`src/shared/fcgs_map.svh`:
```
// Register offsets, field positions, command codes and timing counts of the flash command guard
`ifndef FCGS_MAP_SVH
`define FCGS_MAP_SVH
// How it works
// - Array write before divider set: access error
// - Byte, halfword or misaligned array write: access error
// - Broken write order aborts with access error
// - Undefined command: access error unless protected
// - Non-burst command while burst pending: access error
// - Secured: insecure or debug source limited commands
// - Writing zero to buffer-empty aborts sequence
// - Stop while busy aborts, purges buffered burst
// - Reads never raise access error
// - Protected target or protected mass erase: violation
// - Wait mode lets commands finish
// - Stop kills high voltage, sets complete, error
// - Stop exit sets buffer-empty, drops buffer
// - Debug: protection writable, secured limits commands
// - Ordered key writes matching stored keys unlock
// - Any key misstep locks until reset
// - Unlock leaves stored bytes untouched
// - Reset loads nonvolatile bytes holding the CPU
// - Reset halts running command at once
// - Pulses timed in whole divided clock periods
// - Security field 1:0 means open; debug bit
// - Complete only when active and buffered done

// Register byte offsets
`define FCGS_REG_DIV 16'h0000
`define FCGS_REG_CFG 16'h0004
`define FCGS_REG_PROT 16'h0008
`define FCGS_REG_CMD 16'h000c
`define FCGS_REG_STAT 16'h0010
`define FCGS_REG_OPT 16'h0014
`define FCGS_REG_CTRL 16'h0018
`define FCGS_ARRAY_BIT 15
// Backdoor key addresses inside the array window
`define FCGS_KEY0_ADDR 15'h7ff0
`define FCGS_KEY1_ADDR 15'h7ff4
// Field positions
`define FCGS_STAT_BEF 7
`define FCGS_STAT_CCF 6
`define FCGS_STAT_PVIOL 5
`define FCGS_STAT_ACCERR 4
`define FCGS_CFG_KEY_ACCESS_BIT 5
`define FCGS_PROT_EN 7
`define FCGS_DIV_LOADED 11
// Command codes
`define FCGS_CMD_VERIFY 8'h05
`define FCGS_CMD_PGM 8'h20
`define FCGS_CMD_BURST 8'h25
`define FCGS_CMD_SECT 8'h40
`define FCGS_CMD_MASS 8'h41
// Security encodings
`define FCGS_SEC_OPEN 2'h2
`define FCGS_KEY_UNLOCK_ENABLE_ON 2'h2
// Nonvolatile load: word count and index of each item
`define FCGS_NV_WORDS 3'h5
`define FCGS_NV_CTRL 3'h0
`define FCGS_NV_PROT 3'h1
`define FCGS_NV_OPT 3'h2
`define FCGS_NV_KEY0 3'h3
`define FCGS_NV_KEY1 3'h4
// Timing clock periods per operation
`define FCGS_TICKS_PGM 8'h09
`define FCGS_TICKS_SECT 8'h3f
`define FCGS_TICKS_MASS 8'h7f
`define FCGS_TICKS_VERIFY 8'h20
`endif

```
`src/shared/fcgs_pkg.sv`:
```
// Types of the flash command guard: sequence and key states and the state record
`default_nettype none
package fcgs_pkg;
    typedef enum logic [2:0] {
        SEQ_IDLE = 3'b001,
        SEQ_ADDR = 3'b010,
        SEQ_CMD = 3'b100
    } fcgs_seq_t;

    typedef enum logic [2:0] {
        KEY_WAIT = 3'b001,
        KEY_HALF = 3'b010,
        KEY_LOCK = 3'b100
    } fcgs_key_t;

    typedef struct packed {
        logic loading;
        logic [2:0] ldIdx;
        logic nvRdEn;
        logic [2:0] nvRdIdx;
        logic cpuHold;
        logic [31:0] ctrlParam;
        logic [7:0] prot;
        logic [7:0] stored_option_byte;
        logic [63:0] keys;
        logic [10:0] div;
        logic divLoaded;
        logic key_access_bit;
        logic protWritten;
        fcgs_seq_t seq;
        logic [14:0] seqAddr;
        logic [31:0] seqData;
        logic [7:0] cmd;
        logic bef;
        logic ccf;
        logic accErr;
        logic pviol;
        logic active;
        logic [7:0] actCmd;
        logic [14:0] actAddr;
        logic [31:0] actData;
        logic hvOn;
        logic bufV;
        logic [31:0] bufData;
        logic [10:0] preCnt;
        logic [7:0] tickCnt;
        fcgs_key_t keySt;
        logic unlocked;
        logic keyWrPrev;
        logic dbgSecured;
        logic stopPrev;
        logic pready;
        logic [31:0] prdata;
        logic pslverr;
    } fcgs_state_t;
endpackage
`default_nettype wire

```
`src/hdl/fcgs_core.sv`:
```
// Flash command write guard, security unlock, reset load and pulse timer with APB registers
`timescale 1ns/1ps
`default_nettype none
`include "fcgs_map.svh"
module fcgs_core (
    input wire logic ref_clk, // 250 MHz clock
    input wire logic rst, // Synchronous reset, active high
    input wire logic psel, // APB select
    input wire logic penable, // APB enable
    input wire logic pwrite, // APB direction
    input wire logic [15:0] paddr, // APB byte address
    input wire logic [31:0] pwdata, // APB write data
    input wire logic [3:0] pstrb, // APB byte strobes
    output logic pready, // APB ready
    output logic [31:0] prdata, // APB read data
    output logic pslverr, // APB error
    input wire logic [31:0] arrRdData, // Array word at paddr
    input wire logic [31:0] nvRdData, // Nonvolatile word, while the request stands
    output logic nvRdEn, // Nonvolatile read request
    output logic [2:0] nvRdIdx, // Nonvolatile word index
    output logic cpuHold, // Holds CPU during reset load
    input wire logic stopMode, // CPU in stop mode
    input wire logic dbgMode, // Background debug active
    input wire logic srcSecure, // Write comes from secure memory
    output logic hvOn, // High voltage enable
    output logic algoRun, // Algorithm running
    output logic [7:0] algoCmd, // Running command code
    output logic [14:0] algoAddr, // Running array offset
    output logic [31:0] algoData, // Running program data
    output logic dbgSecured // Debug status: secured
);
    fcgs_pkg::fcgs_state_t st_ff;
    fcgs_pkg::fcgs_state_t nxt_st;
    logic wrFire;
    logic rdPhase;
    logic isArr;
    logic [14:0] arrOff;
    logic keyPath;
    logic secured;
    logic tick;
    logic opDone;
    logic cmdProt;
    logic keyBad;

    // Address inside protected region (upper part above boundary)
    function automatic logic fcgs_is_prot(input logic [7:0] p, input logic [14:0] a);
        fcgs_is_prot = p[`FCGS_PROT_EN] && (a[14:8] >= p[6:0]);
    endfunction

    // Defined command codes
    function automatic logic fcgs_cmd_ok(input logic [7:0] c);
        fcgs_cmd_ok = (c == `FCGS_CMD_VERIFY) || (c == `FCGS_CMD_PGM) ||
            (c == `FCGS_CMD_BURST) || (c == `FCGS_CMD_SECT) || (c == `FCGS_CMD_MASS);
    endfunction

    // Timing clock periods for a command
    function automatic logic [7:0] fcgs_ticks(input logic [7:0] c);
        case (c)
            `FCGS_CMD_PGM: fcgs_ticks = `FCGS_TICKS_PGM;
            `FCGS_CMD_BURST: fcgs_ticks = `FCGS_TICKS_PGM;
            `FCGS_CMD_SECT: fcgs_ticks = `FCGS_TICKS_SECT;
            `FCGS_CMD_MASS: fcgs_ticks = `FCGS_TICKS_MASS;
            default: fcgs_ticks = `FCGS_TICKS_VERIFY;
        endcase
    endfunction

    // Bus decode and shared conditions
    assign wrFire = psel && penable && pwrite && st_ff.pready;
    assign rdPhase = psel && penable && !st_ff.pready;
    assign isArr = paddr[`FCGS_ARRAY_BIT];
    assign arrOff = paddr[14:0];
    assign keyPath = st_ff.key_access_bit && ((arrOff == `FCGS_KEY0_ADDR) || (arrOff == `FCGS_KEY1_ADDR));
    assign secured = (st_ff.stored_option_byte[1:0] != `FCGS_SEC_OPEN) && !st_ff.unlocked;
    assign tick = (st_ff.preCnt == st_ff.div);
    assign opDone = st_ff.active && tick && (st_ff.tickCnt == fcgs_ticks(st_ff.actCmd) - 8'h01);
    assign cmdProt = fcgs_is_prot(st_ff.prot, st_ff.seqAddr);
    assign keyBad = (pwdata == 32'h00000000) || (pwdata == 32'hffffffff) || st_ff.keyWrPrev;

    // Next state of the whole block
    always_comb
    begin
        nxt_st = st_ff;
        nxt_st.nvRdEn = 1'b0;
        nxt_st.keyWrPrev = 1'b0;
        nxt_st.stopPrev = stopMode;
        nxt_st.pready = 1'b0;
        // Reset load of nonvolatile words, CPU held meanwhile
        if (st_ff.loading)
        begin
            if (st_ff.ldIdx < `FCGS_NV_WORDS)
            begin
                nxt_st.nvRdEn = 1'b1;
                nxt_st.nvRdIdx = st_ff.ldIdx;
                nxt_st.ldIdx = st_ff.ldIdx + 3'h1;
            end
            if (st_ff.nvRdEn)
            begin
                case (st_ff.nvRdIdx)
                    `FCGS_NV_CTRL: nxt_st.ctrlParam = nvRdData;
                    `FCGS_NV_PROT: nxt_st.prot = nvRdData[7:0];
                    `FCGS_NV_OPT: nxt_st.stored_option_byte = nvRdData[7:0];
                    `FCGS_NV_KEY0: nxt_st.keys[63:32] = nvRdData;
                    default: nxt_st.keys[31:0] = nvRdData;
                endcase
                if (st_ff.nvRdIdx == `FCGS_NV_KEY1)
                begin
                    nxt_st.loading = 1'b0;
                    nxt_st.cpuHold = 1'b0;
                end
            end
        end
        // First access cycle: read data latched, ready raised next cycle
        if (rdPhase)
        begin
            nxt_st.pready = 1'b1;
            nxt_st.pslverr = 1'b0;
            nxt_st.prdata = 32'h00000000;
            if (!pwrite && isArr)
                nxt_st.prdata = st_ff.ccf ? arrRdData : 32'h00000000;
            else if (!pwrite)
            begin
                case (paddr)
                    `FCGS_REG_DIV: nxt_st.prdata = {20'h00000, st_ff.divLoaded, st_ff.div};
                    `FCGS_REG_CFG: nxt_st.prdata = {26'h0000000, st_ff.key_access_bit, 5'h00};
                    `FCGS_REG_PROT: nxt_st.prdata = {24'h000000, st_ff.prot};
                    `FCGS_REG_CMD: nxt_st.prdata = {24'h000000, st_ff.cmd};
                    `FCGS_REG_STAT: nxt_st.prdata = {24'h000000, st_ff.bef, st_ff.ccf,
                        st_ff.pviol, st_ff.accErr, 4'h0};
                    `FCGS_REG_OPT: nxt_st.prdata = {23'h000000, secured, st_ff.stored_option_byte};
                    `FCGS_REG_CTRL: nxt_st.prdata = st_ff.ctrlParam;
                    default: nxt_st.pslverr = 1'b1;
                endcase
            end
            else if (!isArr && !(paddr inside {`FCGS_REG_DIV, `FCGS_REG_CFG, `FCGS_REG_PROT,
                `FCGS_REG_CMD, `FCGS_REG_STAT}))
                nxt_st.pslverr = 1'b1;
        end
        // Array writes: backdoor keys or start of a command sequence
        if (wrFire && isArr && !st_ff.loading && !stopMode)
        begin
            if (keyPath)
            begin
                if (st_ff.stored_option_byte[7:6] == `FCGS_KEY_UNLOCK_ENABLE_ON && secured && !dbgMode
                    && st_ff.keySt != fcgs_pkg::KEY_LOCK)
                begin
                    nxt_st.keyWrPrev = 1'b1;
                    if (st_ff.keySt == fcgs_pkg::KEY_WAIT && arrOff == `FCGS_KEY0_ADDR
                        && pwdata == st_ff.keys[63:32] && !keyBad)
                        nxt_st.keySt = fcgs_pkg::KEY_HALF;
                    else if (st_ff.keySt == fcgs_pkg::KEY_HALF && arrOff == `FCGS_KEY1_ADDR
                        && pwdata == st_ff.keys[31:0] && !keyBad)
                    begin
                        nxt_st.keySt = fcgs_pkg::KEY_WAIT;
                        nxt_st.unlocked = 1'b1;
                    end
                    else
                        nxt_st.keySt = fcgs_pkg::KEY_LOCK;
                end
            end
            else if (st_ff.seq != fcgs_pkg::SEQ_IDLE)
            begin
                nxt_st.accErr = 1'b1;
                nxt_st.seq = fcgs_pkg::SEQ_IDLE;
            end
            else if (!st_ff.divLoaded || pstrb != 4'hf || paddr[1:0] != 2'h0 || !st_ff.bef)
                nxt_st.accErr = 1'b1;
            else if (!st_ff.accErr && !st_ff.pviol)
            begin
                nxt_st.seq = fcgs_pkg::SEQ_ADDR;
                nxt_st.seqAddr = arrOff;
                nxt_st.seqData = pwdata;
            end
        end
        // Register writes
        if (wrFire && !isArr && !st_ff.loading && !stopMode)
        begin
            if (paddr == `FCGS_REG_STAT)
            begin
                if (pwdata[`FCGS_STAT_ACCERR])
                    nxt_st.accErr = 1'b0;
                if (pwdata[`FCGS_STAT_PVIOL])
                    nxt_st.pviol = 1'b0;
            end
            if (st_ff.seq == fcgs_pkg::SEQ_ADDR && paddr != `FCGS_REG_CMD)
            begin
                nxt_st.accErr = 1'b1;
                nxt_st.seq = fcgs_pkg::SEQ_IDLE;
            end
            else if (st_ff.seq == fcgs_pkg::SEQ_CMD && paddr != `FCGS_REG_STAT)
            begin
                nxt_st.accErr = 1'b1;
                nxt_st.seq = fcgs_pkg::SEQ_IDLE;
            end
            else
            begin
                case (paddr)
                    `FCGS_REG_DIV:
                    begin
                        nxt_st.div = pwdata[10:0];
                        nxt_st.divLoaded = 1'b1;
                    end
                    `FCGS_REG_CFG:
                    begin
                        nxt_st.key_access_bit = pwdata[`FCGS_CFG_KEY_ACCESS_BIT];
                        if (!pwdata[`FCGS_CFG_KEY_ACCESS_BIT] && st_ff.keySt == fcgs_pkg::KEY_HALF)
                            nxt_st.keySt = fcgs_pkg::KEY_LOCK;
                    end
                    `FCGS_REG_PROT:
                    begin
                        if (dbgMode || !st_ff.protWritten)
                        begin
                            nxt_st.prot = pwdata[7:0];
                            nxt_st.protWritten = 1'b1;
                        end
                    end
                    `FCGS_REG_CMD:
                    begin
                        nxt_st.seq = fcgs_pkg::SEQ_IDLE;
                        if (st_ff.seq == fcgs_pkg::SEQ_ADDR)
                        begin
                            nxt_st.cmd = pwdata[7:0];
                            if (secured && (dbgMode || !srcSecure) &&
                                pwdata[7:0] != `FCGS_CMD_VERIFY && pwdata[7:0] != `FCGS_CMD_MASS)
                                nxt_st.accErr = 1'b1;
                            else if (st_ff.bef && !st_ff.ccf && pwdata[7:0] != `FCGS_CMD_BURST)
                                nxt_st.accErr = 1'b1;
                            else if (!fcgs_cmd_ok(pwdata[7:0]))
                            begin
                                if (cmdProt)
                                    nxt_st.pviol = 1'b1;
                                else
                                    nxt_st.accErr = 1'b1;
                            end
                            else if ((pwdata[7:0] == `FCGS_CMD_MASS && st_ff.prot[`FCGS_PROT_EN])
                                || (cmdProt && (pwdata[7:0] == `FCGS_CMD_PGM ||
                                pwdata[7:0] == `FCGS_CMD_BURST || pwdata[7:0] == `FCGS_CMD_SECT)))
                                nxt_st.pviol = 1'b1;
                            else
                                nxt_st.seq = fcgs_pkg::SEQ_CMD;
                        end
                    end
                    `FCGS_REG_STAT:
                    begin
                        if (st_ff.seq == fcgs_pkg::SEQ_CMD)
                        begin
                            nxt_st.seq = fcgs_pkg::SEQ_IDLE;
                            if (!pwdata[`FCGS_STAT_BEF])
                                nxt_st.accErr = 1'b1;
                            else if (!st_ff.active)
                            begin
                                nxt_st.active = 1'b1;
                                nxt_st.actCmd = st_ff.cmd;
                                nxt_st.actAddr = st_ff.seqAddr;
                                nxt_st.actData = st_ff.seqData;
                                nxt_st.hvOn = (st_ff.cmd != `FCGS_CMD_VERIFY);
                                nxt_st.preCnt = 11'h000;
                                nxt_st.tickCnt = 8'h00;
                            end
                            else
                            begin
                                nxt_st.bufV = 1'b1;
                                nxt_st.bufData = st_ff.seqData;
                                nxt_st.bef = 1'b0;
                            end
                        end
                    end
                    default: nxt_st.seq = st_ff.seq;
                endcase
            end
        end
        // Pulse timer on divided clock; wait mode does not disturb it
        if (st_ff.active)
        begin
            nxt_st.preCnt = tick ? 11'h000 : st_ff.preCnt + 11'h001;
            if (tick)
                nxt_st.tickCnt = st_ff.tickCnt + 8'h01;
            if (opDone)
            begin
                nxt_st.tickCnt = 8'h00;
                if (st_ff.bufV)
                begin
                    nxt_st.bufV = 1'b0;
                    nxt_st.bef = 1'b1;
                    nxt_st.actData = st_ff.bufData;
                    nxt_st.actAddr = st_ff.actAddr + 15'h0004;
                end
                else
                begin
                    nxt_st.active = 1'b0;
                    nxt_st.hvOn = 1'b0;
                end
            end
        end
        // Stop entry aborts everything; stop exit reopens buffer
        if (stopMode && !st_ff.stopPrev)
        begin
            nxt_st.seq = fcgs_pkg::SEQ_IDLE;
            if (st_ff.keySt == fcgs_pkg::KEY_HALF || st_ff.key_access_bit)
                nxt_st.keySt = fcgs_pkg::KEY_LOCK;
            if (st_ff.active)
            begin
                nxt_st.active = 1'b0;
                nxt_st.bufV = 1'b0;
                nxt_st.hvOn = 1'b0;
                nxt_st.accErr = 1'b1;
            end
        end
        if (!stopMode && st_ff.stopPrev)
        begin
            nxt_st.bef = 1'b1;
            nxt_st.bufV = 1'b0;
        end
        nxt_st.ccf = !nxt_st.active && !nxt_st.bufV;
        nxt_st.dbgSecured = (nxt_st.stored_option_byte[1:0] != `FCGS_SEC_OPEN) && !nxt_st.unlocked;
    end

    // State register; reset halts any command and restarts the load
    always_ff @(posedge ref_clk)
    begin
        if (rst)
        begin
            st_ff <= '0;
            st_ff.loading <= 1'b1;
            st_ff.cpuHold <= 1'b1;
            st_ff.stored_option_byte <= 8'h00;
            st_ff.seq <= fcgs_pkg::SEQ_IDLE;
            st_ff.keySt <= fcgs_pkg::KEY_WAIT;
            st_ff.bef <= 1'b1;
            st_ff.ccf <= 1'b1;
            st_ff.dbgSecured <= 1'b1;
        end
        else
            st_ff <= nxt_st;
    end

    // Outputs straight from the state register
    assign pready = st_ff.pready;
    assign prdata = st_ff.prdata;
    assign pslverr = st_ff.pslverr;
    assign nvRdEn = st_ff.nvRdEn;
    assign nvRdIdx = st_ff.nvRdIdx;
    assign cpuHold = st_ff.cpuHold;
    assign hvOn = st_ff.hvOn;
    assign algoRun = st_ff.active;
    assign algoCmd = st_ff.actCmd;
    assign algoAddr = st_ff.actAddr;
    assign algoData = st_ff.actData;
    assign dbgSecured = st_ff.dbgSecured;

    // Checks on the guard behaviour
    a_div_guard: assert property (@(posedge ref_clk) disable iff (rst)
        wrFire && isArr && !keyPath && !stopMode && !st_ff.loading && !st_ff.divLoaded
        |=> st_ff.accErr) else $error("array write before divider not flagged");
    a_align_check: assert property (@(posedge ref_clk) disable iff (rst)
        wrFire && isArr && !keyPath && !stopMode && !st_ff.loading
        && st_ff.seq == fcgs_pkg::SEQ_IDLE && (pstrb != 4'hf || paddr[1:0] != 2'h0)
        |=> st_ff.accErr) else $error("narrow or misaligned write not flagged");
    a_seq_break: assert property (@(posedge ref_clk) disable iff (rst)
        wrFire && !isArr && !stopMode && st_ff.seq == fcgs_pkg::SEQ_ADDR
        && paddr != `FCGS_REG_CMD |=> st_ff.accErr && st_ff.seq == fcgs_pkg::SEQ_IDLE)
        else $error("broken sequence not aborted");
    a_mass_prot: assert property (@(posedge ref_clk) disable iff (rst)
        wrFire && !stopMode && paddr == `FCGS_REG_CMD && st_ff.seq == fcgs_pkg::SEQ_ADDR
        && pwdata[7:0] == `FCGS_CMD_MASS && st_ff.prot[`FCGS_PROT_EN] && !secured
        && !(st_ff.bef && !st_ff.ccf) |=> st_ff.pviol) else $error("protected mass erase passed");
    a_stop_abort: assert property (@(posedge ref_clk) disable iff (rst)
        stopMode && !st_ff.stopPrev && st_ff.active
        |=> st_ff.accErr && st_ff.ccf && !st_ff.hvOn && !st_ff.bufV)
        else $error("stop did not abort command");
    a_stop_exit: assert property (@(posedge ref_clk) disable iff (rst)
        $fell(stopMode) |=> st_ff.bef && !st_ff.bufV) else $error("stop exit left buffer");
    a_ccf_done: assert property (@(posedge ref_clk) disable iff (rst)
        st_ff.ccf == !(st_ff.active || st_ff.bufV)) else $error("complete flag wrong");
    a_hold_load: assert property (@(posedge ref_clk)
        $fell(rst) |-> cpuHold [*5]) else $error("CPU released before load");
    a_key_lock: assert property (@(posedge ref_clk) disable iff (rst)
        st_ff.keySt == fcgs_pkg::KEY_LOCK |=> st_ff.keySt == fcgs_pkg::KEY_LOCK && !$rose(st_ff.unlocked))
        else $error("key lock left before reset");
    a_sec_debug: assert property (@(posedge ref_clk) disable iff (rst)
        dbgSecured == ((st_ff.stored_option_byte[1:0] != `FCGS_SEC_OPEN) && !st_ff.unlocked))
        else $error("debug secured bit wrong");
    a_hv_pulse: assert property (@(posedge ref_clk) disable iff (rst)
        opDone && !st_ff.bufV |=> !hvOn && !algoRun) else $error("operation did not end");
endmodule
`default_nettype wire

```
`config.mk`:
```
export PLATFORM = sky130hd
export DESIGN_NAME = fcgs_core
export DESIGN_NICKNAME = d
export VERILOG_FILES = /design/src/shared/fcgs_pkg.sv /design/src/hdl/fcgs_core.sv
export VERILOG_INCLUDE_DIRS = /design/src /design/src/shared
export SDC_FILE = /design/constraint.sdc
export NUM_CORES = 1
export LEC_CHECK = 0
export ABC_AREA = 1
export BUFFER_PORTS_ARGS = -buffer_cell sky130_fd_sc_hd__buf_2
export CORE_ASPECT_RATIO = 1.1
export CORE_MARGIN = 5
export CORE_UTILIZATION = 45
export DETAILED_ROUTE_END_ITERATION = 8
export GPL_TIMING_DRIVEN = 0
export MAX_ROUTING_LAYER = met4
export PLACE_DENSITY_LB_ADDON = 0.25
export SYNTH_ARGS = -nofsm -noshare
export SYNTH_HDL_FRONTEND = slang
export SYNTH_SLANG_ARGS = --single-unit
export TNS_END_PERCENT = 1
```
`constraint.sdc`:
```
create_clock -name ref_clk -period 3.8 [get_ports ref_clk]
set_input_delay 0.38 -clock ref_clk [delete_from_list [all_inputs] [get_ports ref_clk]]
set_output_delay 0.38 -clock ref_clk [all_outputs]
set_load 0.005 [all_outputs]
```
### Word level (Yosys, flattened, before mapping)

Cells that the tools add are included.

* register bits after elaboration: 347
* logic and storage cells: 326
* bits in latches: 0
* bits in writable memories: 0
* input bits: 124
* memories: 0
* ROM bits: 0
* output and inout port bits: 97

* add/subtract/negate cells: 5
* equal/unequal tests: 45
* reductions and logical operators: 109
* shifts and indexed selects: 0
* div/mod/pow operators: 0
* multiply operators: 0
* bitwise gates (word level): 9
* muxes and demuxes: 116
* magnitude comparators: 2

Operators with widths (count)
* $mux 113: 3
* $mux 109: 3
* $pmux 32 s7: 1
* $mux 50: 4
* $mux 32: 6
* $mux 121: 1
* $mux 114: 1
* $mux 49: 2
* $mux 47: 2
* $mux 8: 9
* $eq 32x32->1: 2
* $mux 56: 1
* $mux 1: 49
* $eq 16x5->1 const B: 3
* $mux 3: 16
* $logic_and 1x1->1: 41
* $mux 19: 2
* $mux 34: 1
* $mux 33: 1
* $eq 16x4->1 const B: 2
* $eq 32x32->1 const B: 1
* $eq 8x6->1 const B: 4
* $eq 8x7->1 const B: 4
* $logic_not 32->1: 1
* other kinds (50): 126

### Logic depth before layout (Yosys ltp)

Gate-level depths: netlist of run 1.

* depth in word-level cells: 29
* mapped depth: 15
* mapped depth without buffers: 15

### Least setup slack after synthesis of run 1

Ideal clock, no wire load.

* path type: input port to flip-flop
* from: input port paddr[12]
* to: register st_ff[160] (netlist bit)
* buffers on the path: 2
* setup slack: 2.109 ns
* required time: 3.720 ns
* setup time: 0.080 ns
* arrival: 1.611 ns
* stages on the path: 9
* cells stage by stage: inv_1 > nand4_4 > nor2_4 > buf_6 > nand3_1 > nor3_4 > buf_6 > nor2_1 > a211oi_2

* longest elaborated chain between the ends: 4
* elaborated cells between the ends (all ways): 8
* those cells by class: eq/ne (3); bitwise (2); reduce/logical (3)

Ends and longest elaborated chain
* start, declared: line fcgs_core.sv:11 `input wire logic [15:0] paddr,`
* $ne 16x5->1 (no source line) or $ne 16x4->1 (tied branches)
* $logic_and 1x1->1 (no source line)
* $not 1->1 (no source line)
* $reduce_and 5->1 (no source line) (*)
* end signal, assigned: line fcgs_core.sv:333 `st_ff <= nxt_st;`
* end, declared: line fcgs_core.sv:32 `fcgs_pkg::fcgs_state_t st_ff;`

Mark *: on every way between the ends. The rest lies on a longest branch, timed or not.
A chain may end at the register's enable or synchronous reset.

### Worst setup path after layout of run 1

* from: register st_ff[346] (netlist bit)
* to: register st_ff[197] (netlist bit)

* longest elaborated chain between the ends: 4

Ends and longest elaborated chain
* $logic_not 1->1: line fcgs_core.sv:139 `if (wrFire && isArr && !st_ff.loading && !stopMode)`
* $logic_and 1x1->1 (2 in series): line fcgs_core.sv:139
* $reduce_and 5->1 (no source line)

No other way between the ends.

==> impl_metrics.yaml, run 1 <==
outcome:
  status: "complete, no violations"
sta:
  setup_tns_ps: 0
  drv_slew: 0
  skew_ps: 20.43
  setup_viol: 0
  fmax_ghz: 0.3799
  min_period_ps: 2632
  min_period_over_period: 0.6927
  rsz0062_at_grt: "false"
  slew_headroom: 0.3084
  worst_pin_slew_ps: 1037
  hold_viol_final: 0
clocking:
  htree_levels: 2
  cts_made_buffers: 39
  cts_buffer_depth: 3
  clockRootBuffer: "clkbuf_16"
  cts_tree: "yes"
  postCtsHoldBufs: 0
  clk_pin_slew_ps: 60
  insertion_delay_ps: 570
  cts_setup_buffers: 0
  post_cts_resized: 0
  clock_sinks: 347
routing:
  antenna_left: 0
  routed-via-count: 19064
  finalWirelength_microns: 68600
  drcViolationCount: 0
  route.detailed.wl_per_inst_microns: 18.97
  dr.pass1.iters: 8
  drt_iter0_drc: 1415
  viasPerCell: 5.271
global_routing:
  grtUsageMet2: 0.5038
  grtUsageTotal: 0.3034
  grt_pass1_wl_microns: 104500
  grt_overflow: 0
  use_met1: 0.3777
  antenna_found_initial: 2
  grt_pass1_vias: 18335
  grt_max_degree: 15
  met3_usage: 0.04145
  top_usage_layer: "met2"
floorplan:
  start_util: 0.4516
  rows: 78
  core_area_sq_um: 40990
  die_x_microns: 203.4
  die_h_microns: 222.7
  io_pins: 221
  dieArea_sq_um: 45290
synth:
  ys.flop_type: "dfxtp_1"
  synth_top_cell_by_area: "dfxtp_1"
  syn_inst: 2809
  yosysWarnings: 0
  synth_common_cells: "nand2_1 (654), nor2_1 (377), dfxtp_1 (347), inv_1 (285), o21ai_0 (283)"
  yosysMostFrequentCell: "nand2_1"
  yosys-top-cells-area: "dfxtp_1 (38%), nand2_1 (13%), o21ai_0 (7.7%)"
  synth-async-reset-ratio: 0
  syn_nets: 2944
  synth_edf_count: 0
  yosysSeqAreaShare: 0.3753
  synth_seq_cells: 347
  synth.avg_cell_area_sq_um: 6.590
  yosysTopAreaCellShare: 0.3753
  ys_types: 47
  netlist_area_sq_um: 18510
finish:
  nets: 3200
  multi_input_area_sq_um: 9126
  syn_to_final_growth_pct: 16.61
  fin_area_sq_um: 21590
  final_layout_size_suffix_gt1_frac: 0.1538
  fillers: 4230
  layout.area.seq_sq_um: 6947
setup_path:
  cp_num_buf_inv: 2
  arrival_ps: 3040
  crit_path_start: "st_ff[346]$_SDFF_PP1_"
  worstPathRequired_ps: 4210
  worstSetupEndpointType: "flop"
  max_stage_delay_ps: 540
  cp_cell_sequence: "inv_1 > nand2_1 > nor3_2 > nand3_2 > clkbuf_2 > o21ai_0 > a21oi_1"
  worstSetupPathType: "reg2reg"
  crit_path_top_delay_cell: "o21ai_0"
  r2r_start: "st_ff[346]$_SDFF_PP1_"
  critPathTopFamily: "simple AND/OR/NAND/NOR gates"
  critPathLaunchType: "flop"
  worstPathMaxFanout: 10
placed_design:
  port_buffers: 215
  gp_congestion: 0.9618
  dpl.hpwl_microns: 53680
  place_area_sq_um: 20240
pwr:
  power.density_nw_per_um2: 399.2
  ir_worst_vdd_mv: 0.3172
  leakage_uw: 0.009852
hold_path:
  hold_start: "nvRdData[17]"
  hold_class: "in2reg"
run:
  cap_violations: 0
per-stage QoR:
stage | hold slack [ps] | instances | worst slack, ps | util | total power, uW
4_1_cts | 76.86 | 3614 | 1181 | 0.5264 | 8648
2_1_floorplan | 424.4 | 2809 | 2109 | - | 4335
6_report | 105.1 | 3617 | 1168 | 0.5266 | 8617
5_1_grt | 101.5 | 3616 | 1090 | 0.5266 | 8907
3_3_place_gp | 430.6 | 3544 | 953.4 | 0.4937 | 4660
3_5_place_dp | 442.0 | 3544 | 957.7 | 0.4937 | 4682
state kept, by name (all words and copies together) (netlist names), 3 cells and up:
signal    flops
algoAddr     15
algoCmd       8
algoData     32
nvRdIdx       3
prdata       32
st_ff       250
where the power goes:
| group | internal, uW | total (uW) | switching, uW | leakage (uW) |
|---|---|---|---|---|
| registers | 3760 | 3830 | 68.6 | 0.00281 |
| logic | 258 | 790 | 532 | 0.00639 |
| clock network | 2380 | 4000 | 1620 | 0.000647 |
worst min-delay path, cell delays in order:
cell    delay (ps)
buf_2          110
nor2_1          50
nor2_1          80
cell usage in the layout (no fill, tap or decap), types with 4 or more instances in the layout:
cell type	instances
clkbuf_2	4
clkbuf_1	92
o22ai_1	4
o21ai_1	10
nand4_1	18
inv_2	8
buf_1	7
nand3_2	6
clkbuf_8	11
clkinv_2	4
xor2_1	41
clkbuf_16	39
ha_1	11
buf_2	248
xnor2_1	26
a21oi_1	243
nor2_2	9
buf_6	7
nand3b_1	4
nor2_4	6
a211oi_1	39
o21ai_0	283
buf_4	95
dfxtp_1	347
clkinvlp_4	5
nand3_1	133
inv_1	285
nor3_1	27
nand2_1	654
nor2_1	377
a21oi_2	11
bufinv_16	4
area by class of cell:
class	instances	area share
antenna	3	0.0003478
buffer	233	0.06162
clock buffer	55	0.05310
clock inverter	15	0.009042
inverter	295	0.05130
multi-input combinational	1934	0.4228
sequential	347	0.3218
tap	520	0.03014
timing repair buffer	215	0.04985
logic make-up (layout without fill, tap and decap cells):
group / Yosys count / count (layout) / synth area share
xor+xnor: 67 / 67 / 0.03170
fa+ha+maj: 11 / 11 / 0.007435
simple gates: 1255 / 1255 / 0.2819
other cells: 0 / 3 / 0
buf+inv: 528 / 813 / 0.1317
flops: 347 / 347 / 0.3753
compound gates: 601 / 601 / 0.1720
per-layer routing:
metal	wire length [microns]	part of all wire
met1	28560	0.42
met2	32430	0.47
met3	4766	0.069
met4	2847	0.042
met5	0	0
final timing paths:
kind	slack, ps	depth (start not counted)	to
max	1170	7	st_ff[197]$_SDFFE_PP0P_
max reg2reg	1170	7	st_ff[197]$_SDFFE_PP0P_
min	110	3	st_ff[275]$_SDFFE_PP0P_
min reg2reg	450	2	st_ff[294]$_SDFFE_PP0P_
(Power assumes the default switching activity.)
==> run 2, diff against run 1 <==
clock period = 2.71 ns   (was 3.8 ns; I/O delays follow)
==> run 2 against run 1 <==
Against the previous run:
- clock-buffer cell count unchanged
- register-to-register slack worse by 1000 ps
- worst setup slack worse by 1000 ps
- power grew 41%
- wire length grew 0.56%
- global-route usage is 0.20 points higher
- combinational power up 46%
- highest routed layer unchanged
==> impl_metrics.yaml, run 2 (same netlist as run 1, synthesis figures left out) <==
sta:
  min_period_ps: 2578
  min_period_over_period: 0.9513
  drv_slew: 0
  fmax_ghz: 0.3879
  rsz0062_at_grt: "false"
  layout_setup_ws_ps: 132.1
  slew_headroom: 0.3305
  skew_ps: 20.67
  setup_viol: 0
  hold_viol_final: 0
  worst_pin_slew_ps: 1004
setup_path:
  worstSetupPathType: "reg2reg"
  worstSetupEndpointType: "flop"
  r2r_start: "pready$_SDFF_PP0_"
  arrival_ps: 2990
  worstPathMaxFanout: 10
  critPathLaunchType: "flop"
  crit_path_start: "pready$_SDFF_PP0_"
  r2r_slack_ps: 130
  worstPathRequired_ps: 3120
global_routing:
  grt_pass1_wl_microns: 105300
  grtUsageTotal: 0.3053
  grt_overflow: 0
  antenna_found_initial: 2
  grt_pass1_vias: 18509
  grt_max_degree: 15
pwr:
  leakage_uw: 0.009998
  power.total_uw: 12110
  power.density_nw_per_um2: 552.3
  ir_worst_vdd_mv: 0.4420
routing:
  viasPerCell: 5.251
  dr.pass1.iters: 6
  antenna_left: 0
  routed-via-count: 19176
  finalWirelength_microns: 68980
  drt_iter0_drc: 1336
  route.detailed.wl_per_inst_microns: 18.89
  drcViolationCount: 0
finish:
  largest_register_ffs: 250
  syn_to_final_growth_pct: 18.46
  nets: 3233
  final_cell_mix: "nand2_1 (654), nor2_1 (377), dfxtp_1 (347), inv_1 (285), o21ai_0 (283)"
  layout_commonest_cell: "nand2_1"
  final_layout_size_suffix_gt1_frac: 0.1522
  regMostFlops: "st_ff"
floorplan:
  die_h_microns: 222.7
  io_pins: 221
  core_area_sq_um: 40990
  die_x_microns: 203.4
  rows: 78
  start_util: 0.4516
  dieArea_sq_um: 45290
placed_design:
  gp_congestion: 0.9618
  port_buffers: 215
  pre_cts_slack_ps: -23.29
  dpl.hpwl_microns: 53680
outcome:
  status: "complete, no violations"
clocking:
  cts_tree: "yes"
  insertion_delay_ps: 570
  clk_pin_slew_ps: 60
  clockRootBuffer: "clkbuf_16"
  cts_buffer_depth: 3
  clock_sinks: 347
  htree_levels: 2
  cts_made_buffers: 39
hold_path:
  hold_start: "arrRdData[8]"
  hold_class: "in2reg"
run:
  cap_violations: 0
## run 2: cell count changes in the layout (fill, tap and decap cells not counted)
cell,change
diode_2,+2
nor3_4,+1
nor3_2,-1
dlygate4sd3_1,+33
## run 2: stage by stage
step	cells	TNS [ps]	utilization	hold slack [ps]	area (sq um)
2_1_floorplan	2809	0	-	405.9	18510
3_3_place_gp	3544	-27.55	0.4937	430.6	20240
3_5_place_dp	3544	-36.88	0.4937	442.0	20240
4_1_cts	3647	0	0.5345	1.619	21910
5_1_grt	3649	0	0.5348	23.68	21920
6_report	3652	0	0.5350	28.12	21930
## run 2: what timing repair did
action / 4_1_cts / 5_1_grt
setup buffers: 0 / 0
setup endpoints to repair: 0 / 1
resized for setup: 0 / 1
hold buffers: 33 / 0
endpoints found under the hold margin: 35 / 0
## run 2: cell type report
type | count | area (sq um)
Clock buffer | 55 | 1146
Fill cell | 4178 | 19060
Multi-Input combinational cell | 1934 | 9133
Buffer | 233 | 1330
Tap cell | 520 | 650.6
Clock inverter | 15 | 195.2
Antenna cell | 5 | 12.51
Sequential cell | 347 | 6947
Timing Repair Buffer | 248 | 1406
Inverter | 295 | 1107
## run 2: worst paths after layout
| path | cells after the start | endpoint |
|---|---|---|
| setup / recovery | 6 | st_ff[197]$_SDFFE_PP0P_ |
| hold / removal | 3 | prdata[8]$_SDFFE_PP0P_ |
| setup reg to reg | 6 | st_ff[197]$_SDFFE_PP0P_ |
| hold reg to reg | 2 | st_ff[307]$_SDFFE_PP0P_ |
## run 2: routing by layer
layer / global-route usage / share of wire / vias to the layer above
li1: - / - / 9469
met5: - / 0 / -
met2: 0.5081 / 0.48 / 711
met1: 0.3781 / 0.41 / 8852
met4: 0.1149 / 0.041 / 0
met3: 0.04204 / 0.071 / 144
## run 2: worst max-delay path, stage by stage (launching register included)
cell and delay (ps):
dfxtp_1 350, nand4_1 320, nor3_4 410, nand3_2 370
clkbuf_2 350, o21ai_0 540, a21oi_1 80
## run 2: power breakdown
group	internal (uW)	switching, uW	total, uW
clock	3340	2260	5600
sequential	5270	94.3	5370
combinational	392	755	1150
==> run 3, diff against run 2 <==
--- a/config.mk
+++ b/config.mk
@@ -16,4 +16,5 @@
 export MAX_ROUTING_LAYER = met4
 export PLACE_DENSITY_LB_ADDON = 0.25
+export SLEW_MARGIN = 20
 export SYNTH_ARGS = -nofsm -noshare
 export SYNTH_HDL_FRONTEND = slang
==> constraint.sdc (replaced) <==
create_clock -name ref_clk -period 2.71 [get_ports ref_clk]
set_input_delay 0.1355 -clock ref_clk [delete_from_list [all_inputs] [get_ports ref_clk]]
set_output_delay 0.1355 -clock ref_clk [all_outputs]
set_load 0.005 [all_outputs]
==> run 3 against run 2 <==
Against the previous run:
- wire length up 1.8%
- worst setup slack worse by 120 ps
- highest routed layer unchanged
- largest cell class unchanged
- sequential share of layout area is 0.93 points lower
- die area stayed put
- core utilization increased by 1.6 points
- final area increased by 3.0%
- sequential power about the same
- clock skew decreased by 1.0 ps
==> impl_metrics.yaml, run 3 (same netlist as run 1, synthesis figures left out) <==
global_routing:
  grtUsageTotal: 0.3110
  grt_pass1_vias: 19036
  met3_usage: 0.03926
  grtUsageMet2: 0.5185
  top_usage_layer: "met2"
  grt_pass1_wl_microns: 107700
  grt_max_degree: 15
  antenna_found_initial: 0
  grt_overflow: 0
  use_met1: 0.3845
finish:
  syn_to_final_growth_pct: 22.05
  final_cell_mix: "nand2_1 (654), nor2_1 (376), dfxtp_1 (347), inv_1 (283), o21ai_0 (283)"
  largest_register_ffs: 250
  fillers: 4091
  layout.area.seq_sq_um: 6947
  regMostFlops: "st_ff"
  layout_commonest_cell: "nand2_1"
  multi_input_area_sq_um: 9133
  final_layout_size_suffix_gt1_frac: 0.1506
  nets: 3300
sta:
  min_period_ps: 2693
  rsz0062_at_grt: "false"
  hold_viol_final: 0
  min_period_over_period: 0.9938
  hold_ws_ps: 55.09
  layout_setup_ws_ps: 16.81
  slew_headroom: 0.3183
  drv_slew: 0
  fmax_ghz: 0.3713
  setup_tns_ps: 0
  setup_viol: 0
  skew_ps: 19.65
  worst_pin_slew_ps: 1023
floorplan:
  die_x_microns: 203.4
  dieArea_sq_um: 45290
  io_pins: 221
  rows: 78
  die_h_microns: 222.7
  core_area_sq_um: 40990
  start_util: 0.4516
clocking:
  clk_pin_slew_ps: 60
  cts_made_buffers: 39
  clock_sinks: 347
  htree_levels: 2
  cts_setup_buffers: 0
  cts_tree: "yes"
  cts_buffer_depth: 3
  clockRootBuffer: "clkbuf_16"
  insertion_delay_ps: 570
setup_path:
  critPathLaunchType: "flop"
  cp_cell_sequence: "nand4_1 > nor3_2 > nand3_2 > clkbuf_2 > o21ai_0 > a21oi_1"
  cp_num_buf_inv: 1
  crit_cells: 6
  worstPathRequired_ps: 3120
  worst-r2r-cell-count: 6
  arrival_ps: 3110
  worstPathMaxFanout: 10
  worstSetupPathType: "reg2reg"
  crit_path_top_delay_cell: "o21ai_0"
  critPathTopFamily: "simple AND/OR/NAND/NOR gates"
  worstSetupEndpointType: "flop"
  max_stage_delay_ps: 550
routing:
  dr.pass1.iters: 5
  finalWirelength_microns: 70220
  route.detailed.wl_per_inst_microns: 18.90
  drt_iter0_drc: 1426
  routed-via-count: 19553
  viasPerCell: 5.262
  drcViolationCount: 0
  antenna_left: 0
pwr:
  ir_worst_vdd_mv: 0.4597
  power.total_uw: 12210
  power.density_nw_per_um2: 540.6
  leakage_uw: 0.01027
outcome:
  status: "complete, no violations"
placed_design:
  port_buffers: 215
  dpl.hpwl_microns: 53680
  pre_cts_slack_ps: 112.2
  gp_congestion: 0.9618
run:
  cap_violations: 0
hold_path:
  hold_class: "in2reg"
  whs_path_depth: 3
[run 3: worst paths after layout]
kind | slack (ps) | endpoint | from
max | 20 | st_ff[197]$_SDFFE_PP0P_ | pready$_SDFF_PP0_
min | 60 | st_ff[304]$_SDFF_PP0_ | pwdata[6]
max reg2reg | 20 | st_ff[197]$_SDFFE_PP0P_ | pready$_SDFF_PP0_
min reg2reg | 450 | st_ff[294]$_SDFFE_PP0P_ | st_ff[294]$_SDFFE_PP0P_
[run 3: where the power goes]
part	switching [uW]	internal [uW]	total, uW
combinational	778	456	1230
sequential	96.0	5270	5370
clock	2280	3340	5610
[run 3: timing repair]
item | 4_1_cts | 5_1_grt
resized for setup | 0 | 6
hold buffers | 100 | 0
endpoints found under the hold margin | 169 | 0
setup endpoints to repair | 0 | 12
[run 3: layer usage]
layer | part of all wire | vias up | routed length [microns]
li1 | - | 9599 | -
met5 | 0 | - | 0
met3 | 0.068 | 162 | 4785
met2 | 0.47 | 752 | 33160
met4 | 0.045 | 0 | 3191
met1 | 0.41 | 9040 | 29070
[run 3: area by class of cell]
class / count / share of cell area
clock buffers: 55 / 0.05073
diodes: 2 / 0.0002215
repair buffers: 315 / 0.09194
plain buffers: 233 / 0.05893
well taps: 520 / 0.02880
clock inverters: 15 / 0.008640
flip-flops and latches: 347 / 0.3075
inverters: 295 / 0.04901
multi-input cells: 1934 / 0.4042
[run 3: worst min-delay path, cell delays in order]
cell    delay, ps
buf_2         220
nor2_1        150
nor2_1         50
[run 3: per-stage QoR]
step                      instances    util  instance area (sq um)
after floorplan                2809       -                  18510
after global placement         3544  0.4937                  20240
after detailed placement       3544  0.4937                  20240
after CTS                      3714  0.5509                  22580
after global routing           3714  0.5510                  22590
final                          3716  0.5512                  22590
